$ cat src/inc/bridge_dp_pkg.sv
// Shared constants for the bridge data-path slice: widths, command codes,
// pipeline lags, line geometry and reset values.
// Assumes one core clock shared by the host, memory and PCI facing logic.
package bridge_dp_pkg;
   localparam int DATA_W = 32;
   localparam int PAR_W = 4;
   localparam int BYTE_W = 8;
   localparam int HCMD_W = 5;
   localparam int MCMD_W = 3;
   localparam int PCMD_W = 4;
   localparam int PF_DEPTH = 4;
   localparam int PF_PTR_W = 2;
   localparam int WBUF_DEPTH = 2;
   // Host bus lags after a drive command is sampled, in core cycles
   localparam int HOST_ADDR_LAG = 1;
   localparam int HOST_DATA_LAG = 2;
   // Cache line geometry used by the end-of-line tracker
   localparam int LINE_DW = 8;
   localparam int LINE_IDX_W = 3;
   localparam int LINE_IDX_LSB = 2;
   localparam int LINE_CNT_W = 4;
   localparam logic [LINE_CNT_W-1:0] LINE_CNT_RST = 4'h0;
   localparam logic EOL_RST = 1'b0;
   // Host command codes
   localparam logic [HCMD_W-1:0] HOST_IDLE_CMD = 5'h00;
   localparam logic [HCMD_W-1:0] CPU_MEM_READ_CMD = 5'h01;
   localparam logic [HCMD_W-1:0] HOST_PREFETCH_FIRST_CMD = 5'h02;
   localparam logic [HCMD_W-1:0] HOST_PREFETCH_TOGGLE_A_CMD = 5'h03;
   localparam logic [HCMD_W-1:0] HOST_PREFETCH_TOGGLE_B_CMD = 5'h04;
   // Memory command codes
   localparam logic [MCMD_W-1:0] MEM_IDLE_CMD = 3'h0;
   localparam logic [MCMD_W-1:0] MEM_HOLD_DRIVE_CMD = 3'h1;
   localparam logic [MCMD_W-1:0] MEM_READ_FIRST_QW_LATCH = 3'h2;
   localparam logic [MCMD_W-1:0] MEM_READ_NEXT_QW_LATCH = 3'h3;
   localparam logic [MCMD_W-1:0] RETIRE_CPU_WRITE_QW = 3'h4;
   localparam logic [MCMD_W-1:0] RETIRE_PCI_WRITE_QW = 3'h5;
   localparam logic [MCMD_W-1:0] RETIRE_PCI_WRITE_QW_SPLIT = 3'h6;
   // PCI command codes
   localparam logic [PCMD_W-1:0] PREFETCH_LATCH_FIRST = 4'h0;
   localparam logic [PCMD_W-1:0] PREFETCH_LATCH_TOGGLE_A = 4'h1;
   localparam logic [PCMD_W-1:0] PREFETCH_LATCH_TOGGLE_B = 4'h2;
   localparam logic [PCMD_W-1:0] LATCH_MASTER_ADDR_CMD = 4'h3;
   localparam logic [PCMD_W-1:0] POST_WRITE_ADDR_CMD = 4'h8;
   localparam logic [PCMD_W-1:0] POST_WRITE_DATA_CMD = 4'h9;
   // One bit per PCI code: parity taken from the driven value
   localparam logic [15:0] PCI_PAR_OUT_MAP = 16'h7CF0;
   // One bit per PCI code: command loads outbound AD data
   localparam logic [15:0] PCI_DRIVE_MAP = 16'h70F0;
   // One bit per PCI code: command consumes one dword of the line
   localparam logic [15:0] PCI_EOL_DEC_MAP = 16'h7300;
endpackage

$ cat src/verilog/data_skid_fifo.sv
// Small FIFO with valid/ready on both sides; full and empty are exact.
// Assumes the drain side may stall for any number of cycles.
`timescale 1ns/1ps
`default_nettype none
module data_skid_fifo #(
   parameter int DW = 36,
   parameter int DEPTH = 2
) (
   input wire logic i_core_clk,
   input wire logic i_rst,
   input wire logic [DW-1:0] i_in_data,
   input wire logic i_in_valid,
   output logic o_in_ready,
   output logic [DW-1:0] o_out_data,
   output logic o_out_valid,
   input wire logic i_out_ready
);
   localparam int AW = (DEPTH > 1) ? $clog2(DEPTH) : 1;
   logic [DW-1:0] slot_reg [DEPTH];
   logic [AW-1:0] wr_reg;
   logic [AW-1:0] rd_reg;
   logic [AW:0] cnt_reg;
   logic push;
   logic pop;

   assign o_in_ready = (cnt_reg != (AW+1)'(DEPTH));
   assign o_out_valid = (cnt_reg != '0);
   assign push = i_in_valid && o_in_ready;
   assign pop = o_out_valid && i_out_ready;
   assign o_out_data = slot_reg[rd_reg];

   always_ff @(posedge i_core_clk) begin
      if (push) begin
         slot_reg[wr_reg] <= i_in_data;
      end
   end

   always_ff @(posedge i_core_clk) begin
      if (i_rst) begin
         wr_reg <= '0;
         rd_reg <= '0;
         cnt_reg <= '0;
      end else begin
         if (push) begin
            wr_reg <= (wr_reg == AW'(DEPTH - 1)) ? '0 : AW'(wr_reg + 1'b1);
         end
         if (pop) begin
            rd_reg <= (rd_reg == AW'(DEPTH - 1)) ? '0 : AW'(rd_reg + 1'b1);
         end
         cnt_reg <= (AW+1)'(cnt_reg + (AW+1)'(push) - (AW+1)'(pop));
      end
   end
endmodule
`default_nettype wire

$ cat src/verilog/read_prefetch_buffer.sv
// Four-dword read prefetch buffer with toggle-driven write and read pointers.
// Assumes the write and read command strobes are one-hot per cycle.
`timescale 1ns/1ps
`default_nettype none
module read_prefetch_buffer (
   input wire logic i_core_clk,
   input wire logic i_rst,
   input wire logic i_wr_first,
   input wire logic i_wr_a,
   input wire logic i_wr_b,
   input wire logic [bridge_dp_pkg::DATA_W-1:0] i_wr_data,
   input wire logic i_rd_first,
   input wire logic i_rd_a,
   input wire logic i_rd_b,
   output logic [bridge_dp_pkg::DATA_W-1:0] o_rd_data,
   output logic [bridge_dp_pkg::PF_PTR_W-1:0] o_wr_ptr
);
   import bridge_dp_pkg::*;
   typedef enum logic [1:0] {TOG_NONE, TOG_FIRST, TOG_A, TOG_B} tog_type;
   tog_type wr_tog_reg, wr_tog_next, rd_tog_reg, rd_tog_next;
   logic [DATA_W-1:0] entry_reg [PF_DEPTH];
   logic [PF_PTR_W-1:0] wr_ptr_reg, wr_ptr_next, rd_ptr_reg, rd_ptr_next;

   always_comb begin
      wr_tog_next = i_wr_first ? TOG_FIRST : i_wr_a ? TOG_A : i_wr_b ? TOG_B : TOG_NONE;
      rd_tog_next = i_rd_first ? TOG_FIRST : i_rd_a ? TOG_A : i_rd_b ? TOG_B : TOG_NONE;
      // A changed toggle moves on one dword; a repeat keeps the slot
      wr_ptr_next = wr_ptr_reg;
      if (wr_tog_next == TOG_FIRST) begin
         wr_ptr_next = '0;
      end else if (wr_tog_next != TOG_NONE && wr_tog_next != wr_tog_reg) begin
         wr_ptr_next = PF_PTR_W'(wr_ptr_reg + 1'b1);
      end
      rd_ptr_next = rd_ptr_reg;
      if (rd_tog_next == TOG_FIRST) begin
         rd_ptr_next = '0;
      end else if (rd_tog_next != TOG_NONE && rd_tog_next != rd_tog_reg) begin
         rd_ptr_next = PF_PTR_W'(rd_ptr_reg + 1'b1);
      end
   end

   for (genvar e = 0; e < PF_DEPTH; e++) begin : g_entry
      always_ff @(posedge i_core_clk) begin
         if (i_rst) begin
            entry_reg[e] <= '0;
         end else if (wr_tog_next != TOG_NONE && wr_ptr_next == PF_PTR_W'(e)) begin
            entry_reg[e] <= i_wr_data;
         end
      end
   end

   always_ff @(posedge i_core_clk) begin
      if (i_rst) begin
         wr_ptr_reg <= '0;
         wr_tog_reg <= TOG_NONE;
      end else if (wr_tog_next != TOG_NONE) begin
         wr_ptr_reg <= wr_ptr_next;
         wr_tog_reg <= wr_tog_next;
      end
   end

   always_ff @(posedge i_core_clk) begin
      if (i_rst) begin
         rd_ptr_reg <= '0;
         rd_tog_reg <= TOG_NONE;
      end else if (rd_tog_next != TOG_NONE) begin
         rd_ptr_reg <= rd_ptr_next;
         rd_tog_reg <= rd_tog_next;
      end
   end

   // Live view of the slot, so a PCI re-latch shows on the host at once
   assign o_rd_data = entry_reg[rd_ptr_reg];
   assign o_wr_ptr = wr_ptr_reg;
endmodule
`default_nettype wire

$ cat src/verilog/bridge_datapath_command_timing.sv
// Command-driven data-path slice: host, memory and PCI bus drive/latch timing,
// PCI parity, read prefetch buffer and end-of-line tracking.
// Assumes the controller drives all command lines synchronous to i_core_clk.
//
// Behaviour
// - Host address drives 1 cycle, data 2 cycles later
// - Host idle command releases host address bus within one cycle
// - Memory read command drives memory register onto host
// - Memory register loads only while latch enable high
// - Host data released on idle plus latch enable
// - Memory latch command captures memory data bus
// - Memory retire command starts driving memory bus
// - Hold-drive keeps retired data on memory bus
// - Memory idle command releases memory data bus
// - PCI drive enable drives AD next cycle
// - Drive enable low releases AD same cycle
// - Inbound PCI parity valid one clock after data
// - Outbound PCI parity valid with driven data
// - Repeated prefetch latch overwrites same slot
// - Changed prefetch latch advances to next dword
// - Host prefetch read repeats or advances by toggle
// - Host prefetch read shows live slot content
// - Track master address bits, drive end-of-line warning
// - Prefetch latch codes are 0, 1 and 2
// - Address latch sets warning if last dword
`timescale 1ns/1ps
`default_nettype none
module bridge_datapath_command_timing (
   input wire logic i_core_clk,
   input wire logic i_rst,
   input wire logic [bridge_dp_pkg::HCMD_W-1:0] i_host_cmd_lines,
   input wire logic i_mem_data_latch_en,
   output logic o_host_addr_oe,
   output logic [bridge_dp_pkg::DATA_W-1:0] o_host_data_bus,
   output logic [bridge_dp_pkg::PAR_W-1:0] o_host_parity_bus,
   output logic o_host_data_oe,
   input wire logic [bridge_dp_pkg::MCMD_W-1:0] i_mem_cmd_lines,
   input wire logic [bridge_dp_pkg::DATA_W-1:0] i_mem_data_bus,
   input wire logic [bridge_dp_pkg::PAR_W-1:0] i_mem_parity_bus,
   output logic [bridge_dp_pkg::DATA_W-1:0] o_mem_data_bus,
   output logic [bridge_dp_pkg::PAR_W-1:0] o_mem_parity_bus,
   output logic o_mem_data_oe,
   output logic [bridge_dp_pkg::DATA_W-1:0] o_mem_read_data,
   output logic o_mem_read_valid,
   input wire logic [bridge_dp_pkg::DATA_W-1:0] i_wr_data,
   input wire logic [bridge_dp_pkg::PAR_W-1:0] i_wr_parity,
   input wire logic i_wr_valid,
   output logic o_wr_ready,
   input wire logic [bridge_dp_pkg::PCMD_W-1:0] i_pci_cmd_lines,
   input wire logic i_pci_drive_enable,
   input wire logic [bridge_dp_pkg::DATA_W-1:0] i_pci_ad,
   input wire logic [bridge_dp_pkg::DATA_W-1:0] i_pci_tx_data,
   output logic [bridge_dp_pkg::DATA_W-1:0] o_pci_ad,
   output logic o_pci_ad_oe,
   output logic [bridge_dp_pkg::PAR_W-1:0] o_pci_parity_out,
   output logic o_end_of_line_warning,
   output logic [bridge_dp_pkg::DATA_W-1:0] o_post_write_addr
);
   import bridge_dp_pkg::*;

   // Host command decode
   logic host_idle, host_cmr, host_pf_first, host_pf_a, host_pf_b, host_drive;
   assign host_idle = (i_host_cmd_lines == HOST_IDLE_CMD);
   assign host_cmr = (i_host_cmd_lines == CPU_MEM_READ_CMD);
   assign host_pf_first = (i_host_cmd_lines == HOST_PREFETCH_FIRST_CMD);
   assign host_pf_a = (i_host_cmd_lines == HOST_PREFETCH_TOGGLE_A_CMD);
   assign host_pf_b = (i_host_cmd_lines == HOST_PREFETCH_TOGGLE_B_CMD);
   assign host_drive = host_cmr || host_pf_first || host_pf_a || host_pf_b;

   // Memory command decode
   logic mem_idle, mem_hold, mem_latch, mem_retire;
   assign mem_idle = (i_mem_cmd_lines == MEM_IDLE_CMD);
   assign mem_hold = (i_mem_cmd_lines == MEM_HOLD_DRIVE_CMD);
   assign mem_latch = (i_mem_cmd_lines == MEM_READ_FIRST_QW_LATCH) ||
                      (i_mem_cmd_lines == MEM_READ_NEXT_QW_LATCH);
   assign mem_retire = (i_mem_cmd_lines == RETIRE_CPU_WRITE_QW) ||
                       (i_mem_cmd_lines == RETIRE_PCI_WRITE_QW) ||
                       (i_mem_cmd_lines == RETIRE_PCI_WRITE_QW_SPLIT);

   // PCI command decode
   logic pf_first, pf_a, pf_b, pci_latch_master_addr_cmd, pci_post_addr;
   assign pf_first = (i_pci_cmd_lines == PREFETCH_LATCH_FIRST);
   assign pf_a = (i_pci_cmd_lines == PREFETCH_LATCH_TOGGLE_A);
   assign pf_b = (i_pci_cmd_lines == PREFETCH_LATCH_TOGGLE_B);
   assign pci_latch_master_addr_cmd = (i_pci_cmd_lines == LATCH_MASTER_ADDR_CMD);
   assign pci_post_addr = (i_pci_cmd_lines == POST_WRITE_ADDR_CMD);

   // Byte parity for the AD, transmit and prefetch sources that feed a parity output
   logic [DATA_W-1:0] pf_rd_data, pci_tx_reg;
   logic [PAR_W-1:0] ad_par, tx_par, pf_par;
   for (genvar b = 0; b < PAR_W; b++) begin : g_par
      assign ad_par[b] = ^i_pci_ad[BYTE_W*b +: BYTE_W];
      assign tx_par[b] = ^pci_tx_reg[BYTE_W*b +: BYTE_W];
      assign pf_par[b] = ^pf_rd_data[BYTE_W*b +: BYTE_W];
   end

   // Host side
   logic host_addr_oe_reg, host_data_arm_reg, host_data_oe_reg, host_src_pf_reg;
   logic [PAR_W+DATA_W-1:0] mem_hold_reg;

   always_ff @(posedge i_core_clk) begin
      if (i_rst) begin
         host_addr_oe_reg <= 1'b0;
      end else if (host_drive) begin
         host_addr_oe_reg <= 1'b1;
      end else if (host_idle) begin
         host_addr_oe_reg <= 1'b0;
      end
   end

   // Second stage gives the data bus its extra cycle over the address
   always_ff @(posedge i_core_clk) begin
      if (i_rst) begin
         host_data_arm_reg <= 1'b0;
      end else begin
         host_data_arm_reg <= host_drive;
      end
   end

   // Data waits for the latch enable so the cache write strobes get hold time
   always_ff @(posedge i_core_clk) begin
      if (i_rst) begin
         host_data_oe_reg <= 1'b0;
      end else if (host_data_arm_reg) begin
         host_data_oe_reg <= 1'b1;
      end else if (host_idle && i_mem_data_latch_en) begin
         host_data_oe_reg <= 1'b0;
      end
   end

   always_ff @(posedge i_core_clk) begin
      if (i_rst) begin
         host_src_pf_reg <= 1'b0;
      end else if (host_drive) begin
         host_src_pf_reg <= !host_cmr;
      end
   end

   always_ff @(posedge i_core_clk) begin
      if (i_rst) begin
         mem_hold_reg <= '0;
      end else if (i_mem_data_latch_en) begin
         mem_hold_reg <= {i_mem_parity_bus, i_mem_data_bus};
      end
   end

   // Memory path is driven even before its data is valid
   assign o_host_data_bus = host_src_pf_reg ? pf_rd_data : mem_hold_reg[DATA_W-1:0];
   assign o_host_parity_bus = host_src_pf_reg ? pf_par : mem_hold_reg[PAR_W+DATA_W-1:DATA_W];
   assign o_host_addr_oe = host_addr_oe_reg;
   assign o_host_data_oe = host_data_oe_reg;

   // Memory side
   logic [DATA_W-1:0] mem_rd_reg;
   logic mem_rd_valid_reg, mem_oe_reg;
   logic [PAR_W+DATA_W-1:0] mem_out_reg, wbuf_data;
   logic wbuf_valid;

   always_ff @(posedge i_core_clk) begin
      if (i_rst) begin
         mem_rd_reg <= '0;
         mem_rd_valid_reg <= 1'b0;
      end else begin
         mem_rd_valid_reg <= mem_latch;
         if (mem_latch) begin
            mem_rd_reg <= i_mem_data_bus;
         end
      end
   end

   // Retire pops one word; a retire with nothing queued re-drives the last word
   data_skid_fifo #(
      .DW(PAR_W + DATA_W),
      .DEPTH(WBUF_DEPTH)
   ) u_write_buf (
      .i_core_clk(i_core_clk),
      .i_rst(i_rst),
      .i_in_data({i_wr_parity, i_wr_data}),
      .i_in_valid(i_wr_valid),
      .o_in_ready(o_wr_ready),
      .o_out_data(wbuf_data),
      .o_out_valid(wbuf_valid),
      .i_out_ready(mem_retire)
   );

   always_ff @(posedge i_core_clk) begin
      if (i_rst) begin
         mem_out_reg <= '0;
      end else if (mem_retire && wbuf_valid) begin
         mem_out_reg <= wbuf_data;
      end
   end

   // The turnaround gap is the controller's; the idle command it sends frees the bus
   always_ff @(posedge i_core_clk) begin
      if (i_rst) begin
         mem_oe_reg <= 1'b0;
      end else if (mem_retire) begin
         mem_oe_reg <= 1'b1;
      end else if (mem_idle) begin
         mem_oe_reg <= 1'b0;
      end
   end

   assign o_mem_data_bus = mem_out_reg[DATA_W-1:0];
   assign o_mem_parity_bus = mem_out_reg[PAR_W+DATA_W-1:DATA_W];
   assign o_mem_data_oe = mem_oe_reg;
   assign o_mem_read_data = mem_rd_reg;
   assign o_mem_read_valid = mem_rd_valid_reg;

   // PCI side
   logic pci_drv_reg, par_sel_out_reg;
   logic [PAR_W-1:0] par_in_reg;
   logic [DATA_W-1:0] ad_latch_reg;

   always_ff @(posedge i_core_clk) begin
      if (i_rst) begin
         pci_drv_reg <= 1'b0;
      end else begin
         pci_drv_reg <= i_pci_drive_enable;
      end
   end

   // Release bypasses the flop so AD lets go in the cycle enable drops
   assign o_pci_ad_oe = pci_drv_reg && i_pci_drive_enable;

   always_ff @(posedge i_core_clk) begin
      if (i_rst) begin
         pci_tx_reg <= '0;
      end else if (PCI_DRIVE_MAP[i_pci_cmd_lines]) begin
         pci_tx_reg <= i_pci_tx_data;
      end
   end

   always_ff @(posedge i_core_clk) begin
      if (i_rst) begin
         ad_latch_reg <= '0;
         par_in_reg <= '0;
         par_sel_out_reg <= 1'b0;
      end else begin
         ad_latch_reg <= i_pci_ad;
         par_in_reg <= ad_par;
         par_sel_out_reg <= PCI_PAR_OUT_MAP[i_pci_cmd_lines];
      end
   end

   assign o_pci_parity_out = par_sel_out_reg ? tx_par : par_in_reg;
   assign o_pci_ad = pci_tx_reg;

   logic [PF_PTR_W-1:0] pf_wr_ptr;
   read_prefetch_buffer u_prefetch (
      .i_core_clk(i_core_clk),
      .i_rst(i_rst),
      .i_wr_first(pf_first),
      .i_wr_a(pf_a),
      .i_wr_b(pf_b),
      .i_wr_data(i_pci_ad),
      .i_rd_first(host_pf_first),
      .i_rd_a(host_pf_a),
      .i_rd_b(host_pf_b),
      .o_rd_data(pf_rd_data),
      .o_wr_ptr(pf_wr_ptr)
   );

   // End-of-line tracking for PCI master transfers
   logic [DATA_W-1:0] master_addr_reg, post_addr_reg;
   logic [LINE_CNT_W-1:0] line_left_reg;
   logic eol_reg;
   logic [LINE_IDX_W-1:0] latch_master_addr_cmd_idx;
   assign latch_master_addr_cmd_idx = ad_latch_reg[LINE_IDX_LSB +: LINE_IDX_W];

   always_ff @(posedge i_core_clk) begin
      if (i_rst) begin
         master_addr_reg <= '0;
         line_left_reg <= LINE_CNT_RST;
         eol_reg <= EOL_RST;
      end else if (pci_latch_master_addr_cmd) begin
         master_addr_reg <= ad_latch_reg;
         line_left_reg <= LINE_CNT_W'(LINE_DW) - LINE_CNT_W'(latch_master_addr_cmd_idx);
         eol_reg <= (latch_master_addr_cmd_idx == LINE_IDX_W'(LINE_DW - 1));
      end else if (PCI_EOL_DEC_MAP[i_pci_cmd_lines] && line_left_reg > LINE_CNT_W'(1)) begin
         line_left_reg <= line_left_reg - LINE_CNT_W'(1);
         eol_reg <= (line_left_reg == LINE_CNT_W'(2));
      end
   end

   always_ff @(posedge i_core_clk) begin
      if (i_rst) begin
         post_addr_reg <= '0;
      end else if (pci_post_addr) begin
         post_addr_reg <= master_addr_reg;
      end
   end

   assign o_end_of_line_warning = eol_reg;
   assign o_post_write_addr = post_addr_reg;
endmodule
`default_nettype wire

$ cat config.mk
export PLATFORM = sky130hd
export DESIGN_NAME = bridge_datapath_command_timing
export DESIGN_NICKNAME = d
export VERILOG_FILES = /design/src/inc/bridge_dp_pkg.sv /design/src/verilog/data_skid_fifo.sv /design/src/verilog/read_prefetch_buffer.sv /design/src/verilog/bridge_datapath_command_timing.sv
export SDC_FILE = /design/constraint.sdc
export NUM_CORES = 1
export LEC_CHECK = 0
export ABC_AREA = 1
export BUFFER_PORTS_ARGS = -buffer_cell sky130_fd_sc_hd__clkbuf_2
export CAP_MARGIN = 20
export CORE_AREA = 2 2 187 189
export DETAILED_ROUTE_END_ITERATION = 7
export DIE_AREA = 0 0 189 191
export PLACE_DENSITY = 0.81
export RECOVER_POWER = 25
export SKIP_CTS_REPAIR_TIMING = 1
export SYNTH_ARGS = -nofsm -noshare
export SYNTH_HDL_FRONTEND = slang
export SYNTH_SLANG_ARGS = --single-unit
$ cat constraint.sdc
create_clock -name i_core_clk -period 2.8 [get_ports i_core_clk]
set_clock_uncertainty 0.05 [all_clocks]
set_input_delay 0.28 -clock i_core_clk [delete_from_list [all_inputs] [get_ports i_core_clk]]
set_output_delay 0.28 -clock i_core_clk [all_outputs]
set_load 0.02 [all_outputs]
==> results.cfg, run 1 <==
[run_status]
run_status = finished with violations
violated_checks = hold timing, capacitance limit, slew limit

[yosys]
mean_instance_size_in_the_synthesized_netlist_sq_um = 8.54
post_synth_instance_area_sq_um = 18900
ys_dominant_reg_cell = dfxtp_1
synth_largest_type_area_fraction_pct = 31.8
synthTopCellsByArea = edfxtp_1, dfxtp_1, nand2_1
async_reset_ff_share_pct = 0
ys_seq_area_share_pct = 59.6
edff_count_synth = 200
synth_nets = 2372
ys.warnings.count = 0
synth_cell_type_count = 30
postSynthCellCount = 2212
synth_seq_cells = 463
synth_top_cell_by_area = edfxtp_1

[global_routing]
global_router_s_overall_resource_usage_pct = 26.0
pin_count_of_the_biggest_net_entering_global_routing = 98
grt_pass1_vias = 15079
grt_overflow_total = 0
grt_first_pass_wirelength_microns = 75500
number_of_antenna_violations_at_the_first_check_in_global_routing = 3

[timing]
final_period_minus_worst_setup_slack_ns = 2.73
fin_crit_sh_pct = 97.5
final_worst_path_setup_slack_ns = 0.0699
fmaxAchievable_ghz = 0.366
tightestPinTransition_ns = 1.53
hold_viol = 9
whs_ns = -0.0416
maxSlewHeadroom_pct = -1.74
finalMaxSlewViolations = 98
final_setup_fails = 0
final.setup.tns_ns = 0

[detailed_routing]
route.detailed.vias_per_inst = 5.33
routed_wl_microns = 51600
route.detailed.wl_per_inst_microns = 16.6
antenna_violating_nets_post_route = 0
drt-pass1-iter-count = 6
initialDrtViolationCount = 1453
route.vias.total = 16582
route.detailed.drc = 0

[clock_network]
cts.sinks = 463
clock_tree.buffer_depth = 3
path_clk_slew_ns = 0.06
clk_latency_ns = 0.57
tritoncts_clock_tree = done
ctsRootBufferMaster = clkbuf_16
htreeDepth = 2
inserted_clock_buffers = 46

[floorplanning]
core_region_area_sq_um = 34100
ioPinCount = 332
die_w_microns = 189
start_util_pct = 55.4
chipHeight_microns = 191
row_count = 68
die_outline_area_sq_um = 36100

[setup_path]
worstSetupPathType = flop to output port
crit_fanout = 8
required_ns = 2.47
start_kind = flop
cp_data_arrival_time_ns = 2.40
timing.critical_path.to_type = output port

[power_and_ir_drop]
power.density_cell_area_nw_per_um2 = 725
comb_power_share_pct = 16.4
switchingPower_w = 0.00485
power_report.internal_total_w = 0.0125
sw_frac_of_total_pct = 28.0
share_clk_of_total_power_pct = 37.6
seqPwrFrac_pct = 46.0
p_leak_nw = 10.8
ir_worst_vdd_mv = 0.625

[place]
place_inst = 2911
hpwl_microns = 31600
dp_slack_ns = 0.453
globalplace.congestion = 0.835
port_buffers = 331

[cells_and_area]
n_fill_cell = 2425
drive_above_1_share_pct = 19.4
layout.nets = 2780
multi_input_area_sq_um = 6900
final_common_cell = nand2_1
seqCellArea_sq_um = 11300
syn_to_final_growth_pct = 26.5
final-instance-count-excl-fill = 3113
antenna-diode-count = 0
max_reg_flops = 128
most-common-layout-cells = nand2_1, nor2_1, clkbuf_2
end_of_flow_core_utilization_pct = 70.1

[flow_run]
timing.max_cap.violations = 1

[min_path]
hold_path_class = input port to flop
final timing paths:
path                                                from                         end  slack, ns  depth (start not counted)
worst max-delay path                                flop        o_host_parity_bus[0]       0.07                         15
worst min-delay path                    i_pci_tx_data[3]                 o_pci_ad[3]      -0.04                          3
worst max register to register  u_prefetch.wr_tog_reg[0]  u_prefetch.entry_reg[2][1]       0.72                          9
worst min register to register         host_data_arm_reg              o_host_data_oe       0.39                          2
cell usage after synthesis (4+ instances only):
library cell  number
nand2_1          571
nor2_1           470
dfxtp_1          263
o21ai_0          245
edfxtp_1         200
inv_1             97
clkbuf_1          90
nand3_1           84
xnor2_1           43
a31oi_1           37
a21oi_1           23
buf_2             20
xor2_1            18
ha_1               7
nor2_2             6
buf_1              4
nand3_2            4
nand4_1            4
nor3_1             4
kinds of logic (layout without fill, tap and decap cells):
logic type	after synthesis	after routing	synth area share, %
buf+inv	222	668	4.72
compound gates	309	309	8.48
simple gates	1150	1150	23.9
flops	463	463	59.6
xor+xnor	61	61	2.83
fa+ha+maj	7	7	0.463
layout make-up:
cell class	count	area share, %
timing repair inverter	1	0.0314
tap	455	2.38
multi-input combinational	1527	28.9
inverter	102	1.64
clock buffer	68	5.98
sequential	463	47.2
timing repair buffer	479	13.1
clock inverter	18	0.879
power by group through the flow:
stage / sequential, W / combinational [W] / clock, W
2_1_floorplan: 0.00831 / 0.00141 / 0
6_report: 0.00796 / 0.00284 / 0.00652
4_1_cts: 0.00794 / 0.00262 / 0.00655
3_5_place_dp: 0.00807 / 0.00259 / 0
5_1_grt: 0.00801 / 0.00311 / 0.00686
3_3_place_gp: 0.00805 / 0.00251 / 0
metrics by stage:
step           power [W]  instance area, sq um
2_1_floorplan    0.00972                 18900
3_3_place_gp      0.0106                 20900
3_5_place_dp      0.0107                 20900
4_1_cts           0.0171                 22600
5_1_grt           0.0180                 23900
6_report          0.0173                 23900
metal layers:
metal  track usage, %  vias up  part of all wire (%)
li1                 -     7978                     -
met1             35.0     7723                    41
met2             42.9      746                    48
met3             4.28      133                   7.7
met4             8.74        2                   3.2
met5                0        -                 0.025
worst max-delay path: stages (launching register included):
cell	delay, ns
dfxtp_4	0.38
clkinvlp_4	0.13
buf_12	0.17
clkbuf_16	0.16
nand2_1	0.06
nand3_1	0.09
nand2_2	0.14
inv_1	0.07
nand2_1	0.06
nand2_1	0.06
nand2_1	0.06
nand2_1	0.05
nand2_1	0.08
nand3_1	0.09
nand2_1	0.10
buf_6	0.12
Note: power is estimated with default switching activity, not from simulation.
==> inputs of run 2 (changes only) <==
- CORE_AREA: 2 2 187 189 -> 2 2 241 148
- DIE_AREA: 0 0 189 191 -> 0 0 243 150
==> run 2 against run 1 <==
  * The run ends with hold timing, capacitance limit, slew limit, setup timing left
  * Worst hold slack improved by 0.018 ns
  * Die area rose by 0.97%
  * Via count rose by 1.4%
  * Register-to-register slack improved by 0.07 ns
  * Utilization fell by 1.4 points
  * Sequential power barely moved
  * Power fell by 4.3%
  * Sequential cell count did not move
  * Combinational power rose by 1%
  * Critical path depth fell by 7
  * Cell area fell by 1.3%
  * Critical path type unchanged
  * Largest cell class unchanged
==> results.cfg, run 2 (synthesis gave the netlist of run 1 again) <==
[global_routing]
grt_first_pass_wirelength_microns = 80800
pin_count_of_the_biggest_net_entering_global_routing = 109
global_router_s_overall_resource_usage_pct = 28.1
grt_overflow_total = 0
number_of_antenna_violations_at_the_first_check_in_global_routing = 6
grt_pass1_vias = 14907

[setup_path]
cp_data_arrival_time_ns = 2.52
timing.critical_path.slowest_cell_delay_ns = 0.64
cp.buffers_inverters = 4
timing.critical_path.slowest_stage_cell = o21ai_0
worstSetupPathType = flop to output port
reg2reg_setup_slack_ns = 0.79
critical-path-top-delay-family = buffers and inverters
required_ns = 2.47
crit_fanout = 17
path_cells = clkinvlp_4 > buf_12 > clkbuf_16 > nand2_1 > nand3_1 > nand2_2 > o21ai_0 > clkbuf_2
start_kind = flop
timing.critical_path.to_type = output port

[cells_and_area]
max_reg_flops = 128
final_common_cell = nand2_1
layout.nets = 2764
drive_above_1_share_pct = 18.2
final-instance-count-excl-fill = 3106
n_fill_cell = 2694
most-common-layout-cells = nand2_1, nor2_1, clkbuf_2
syn_to_final_growth_pct = 24.8

[floorplanning]
die_outline_area_sq_um = 36500
ioPinCount = 332
start_util_pct = 55.0
core_region_area_sq_um = 34400
die_w_microns = 243
chipHeight_microns = 150
row_count = 53

[timing]
finalMaxSlewViolations = 146
fmaxAchievable_ghz = 0.351
final_period_minus_worst_setup_slack_ns = 2.85
final.setup.tns_ns = -0.0464
final_setup_fails = 1
fin_crit_sh_pct = 102
grt_setup_unrepaired = true
tightestPinTransition_ns = 1.84
hold_viol = 9
final_worst_path_setup_slack_ns = -0.0464
whs_ns = -0.0238
maxSlewHeadroom_pct = -22.3

[detailed_routing]
routed_wl_microns = 55600
highest_layer = met5
route.detailed.vias_per_inst = 5.42
detailroute.wirelength.met3_microns = 5530
antenna_violating_nets_post_route = 0
initialDrtViolationCount = 1669
drt-pass1-iter-count = 5
route.vias.total = 16819
route.detailed.wl_per_inst_microns = 17.9
drt-met1-wl_microns = 23400
route.detailed.drc = 0
met2_length_microns = 24900

[run_status]
run_status = finished with violations
violated_checks = hold timing, capacitance limit, slew limit, setup timing

[place]
globalplace.congestion = 0.916
dp_slack_ns = 0.494
place_inst = 2925
port_buffers = 331
hpwl_microns = 36700

[clock_network]
inserted_clock_buffers = 41
clk_latency_ns = 0.54
cts.sinks = 463
tritoncts_clock_tree = done
clock_tree.buffer_depth = 3
htreeDepth = 2
path_clk_slew_ns = 0.06
ctsRootBufferMaster = clkbuf_16

[flow_run]
timing.max_cap.violations = 2

[power_and_ir_drop]
seqPwrFrac_pct = 47.9
power_report.internal_total_w = 0.0119
switchingPower_w = 0.00468
power.density_cell_area_nw_per_um2 = 703
p_leak_nw = 10.6
sw_frac_of_total_pct = 28.2
ir_worst_vdd_mv = 0.457
share_clk_of_total_power_pct = 34.7
comb_power_share_pct = 17.4

[min_path]
hold_path_class = input port to flop
## run 2: tightest hold or removal path: cells and delay by family
kind,cells,cell delay (ns)
and+or+nand+nor,1,0.08
AOI/OAI and AO/OA,1,0.08
buffers and inverters,1,0.09
## run 2: power groups by stage
stage          combinational, W  clock (W)  sequential (W)
5_1_grt                 0.00314    0.00608         0.00800
6_report                0.00288    0.00576         0.00795
3_5_place_dp            0.00266          0         0.00808
3_3_place_gp            0.00259          0         0.00805
4_1_cts                 0.00267    0.00583         0.00794
2_1_floorplan           0.00141          0         0.00831
## run 2: worst paths after layout
path                            cells after the start                          end                      from
worst min register to register                      2               o_host_data_oe         host_data_arm_reg
worst min-delay path                                3          o_mem_read_data[17]        i_mem_data_bus[17]
worst max-delay path                                8          o_host_data_bus[16]                      flop
worst max register to register                      9  u_prefetch.entry_reg[3][18]  u_prefetch.wr_tog_reg[0]
## run 2: layer usage
layer	vias up	track usage, %
met5	-	0
met4	2	9.26
met3	135	6.78
met2	903	43.2
met1	7822	39.3
li1	7957	-
## run 2: final cells by class
cell class	count	area [sq um]	share of cell area, %
multi-input cells	1527	6900	29.2
repair buffers	469	3060	13.0
diodes	4	10.0	0.0424
clock inverters	10	109	0.462
flip-flops and latches	463	11300	47.8
well taps	467	584	2.48
clock buffers	64	1260	5.34
inverters	102	392	1.66
## run 2: stage by stage
stage / util, % / power [W] / area (sq um) / hold WS [ns]
2_1_floorplan: - / 0.00972 / 18900 / 0.329
3_3_place_gp: 61.2 / 0.0106 / 21000 / 0.368
3_5_place_dp: 61.2 / 0.0107 / 21000 / 0.387
4_1_cts: 65.1 / 0.0164 / 22400 / -0.149
5_1_grt: 68.7 / 0.0172 / 23600 / -0.00875
6_report: 68.7 / 0.0166 / 23600 / -0.0238
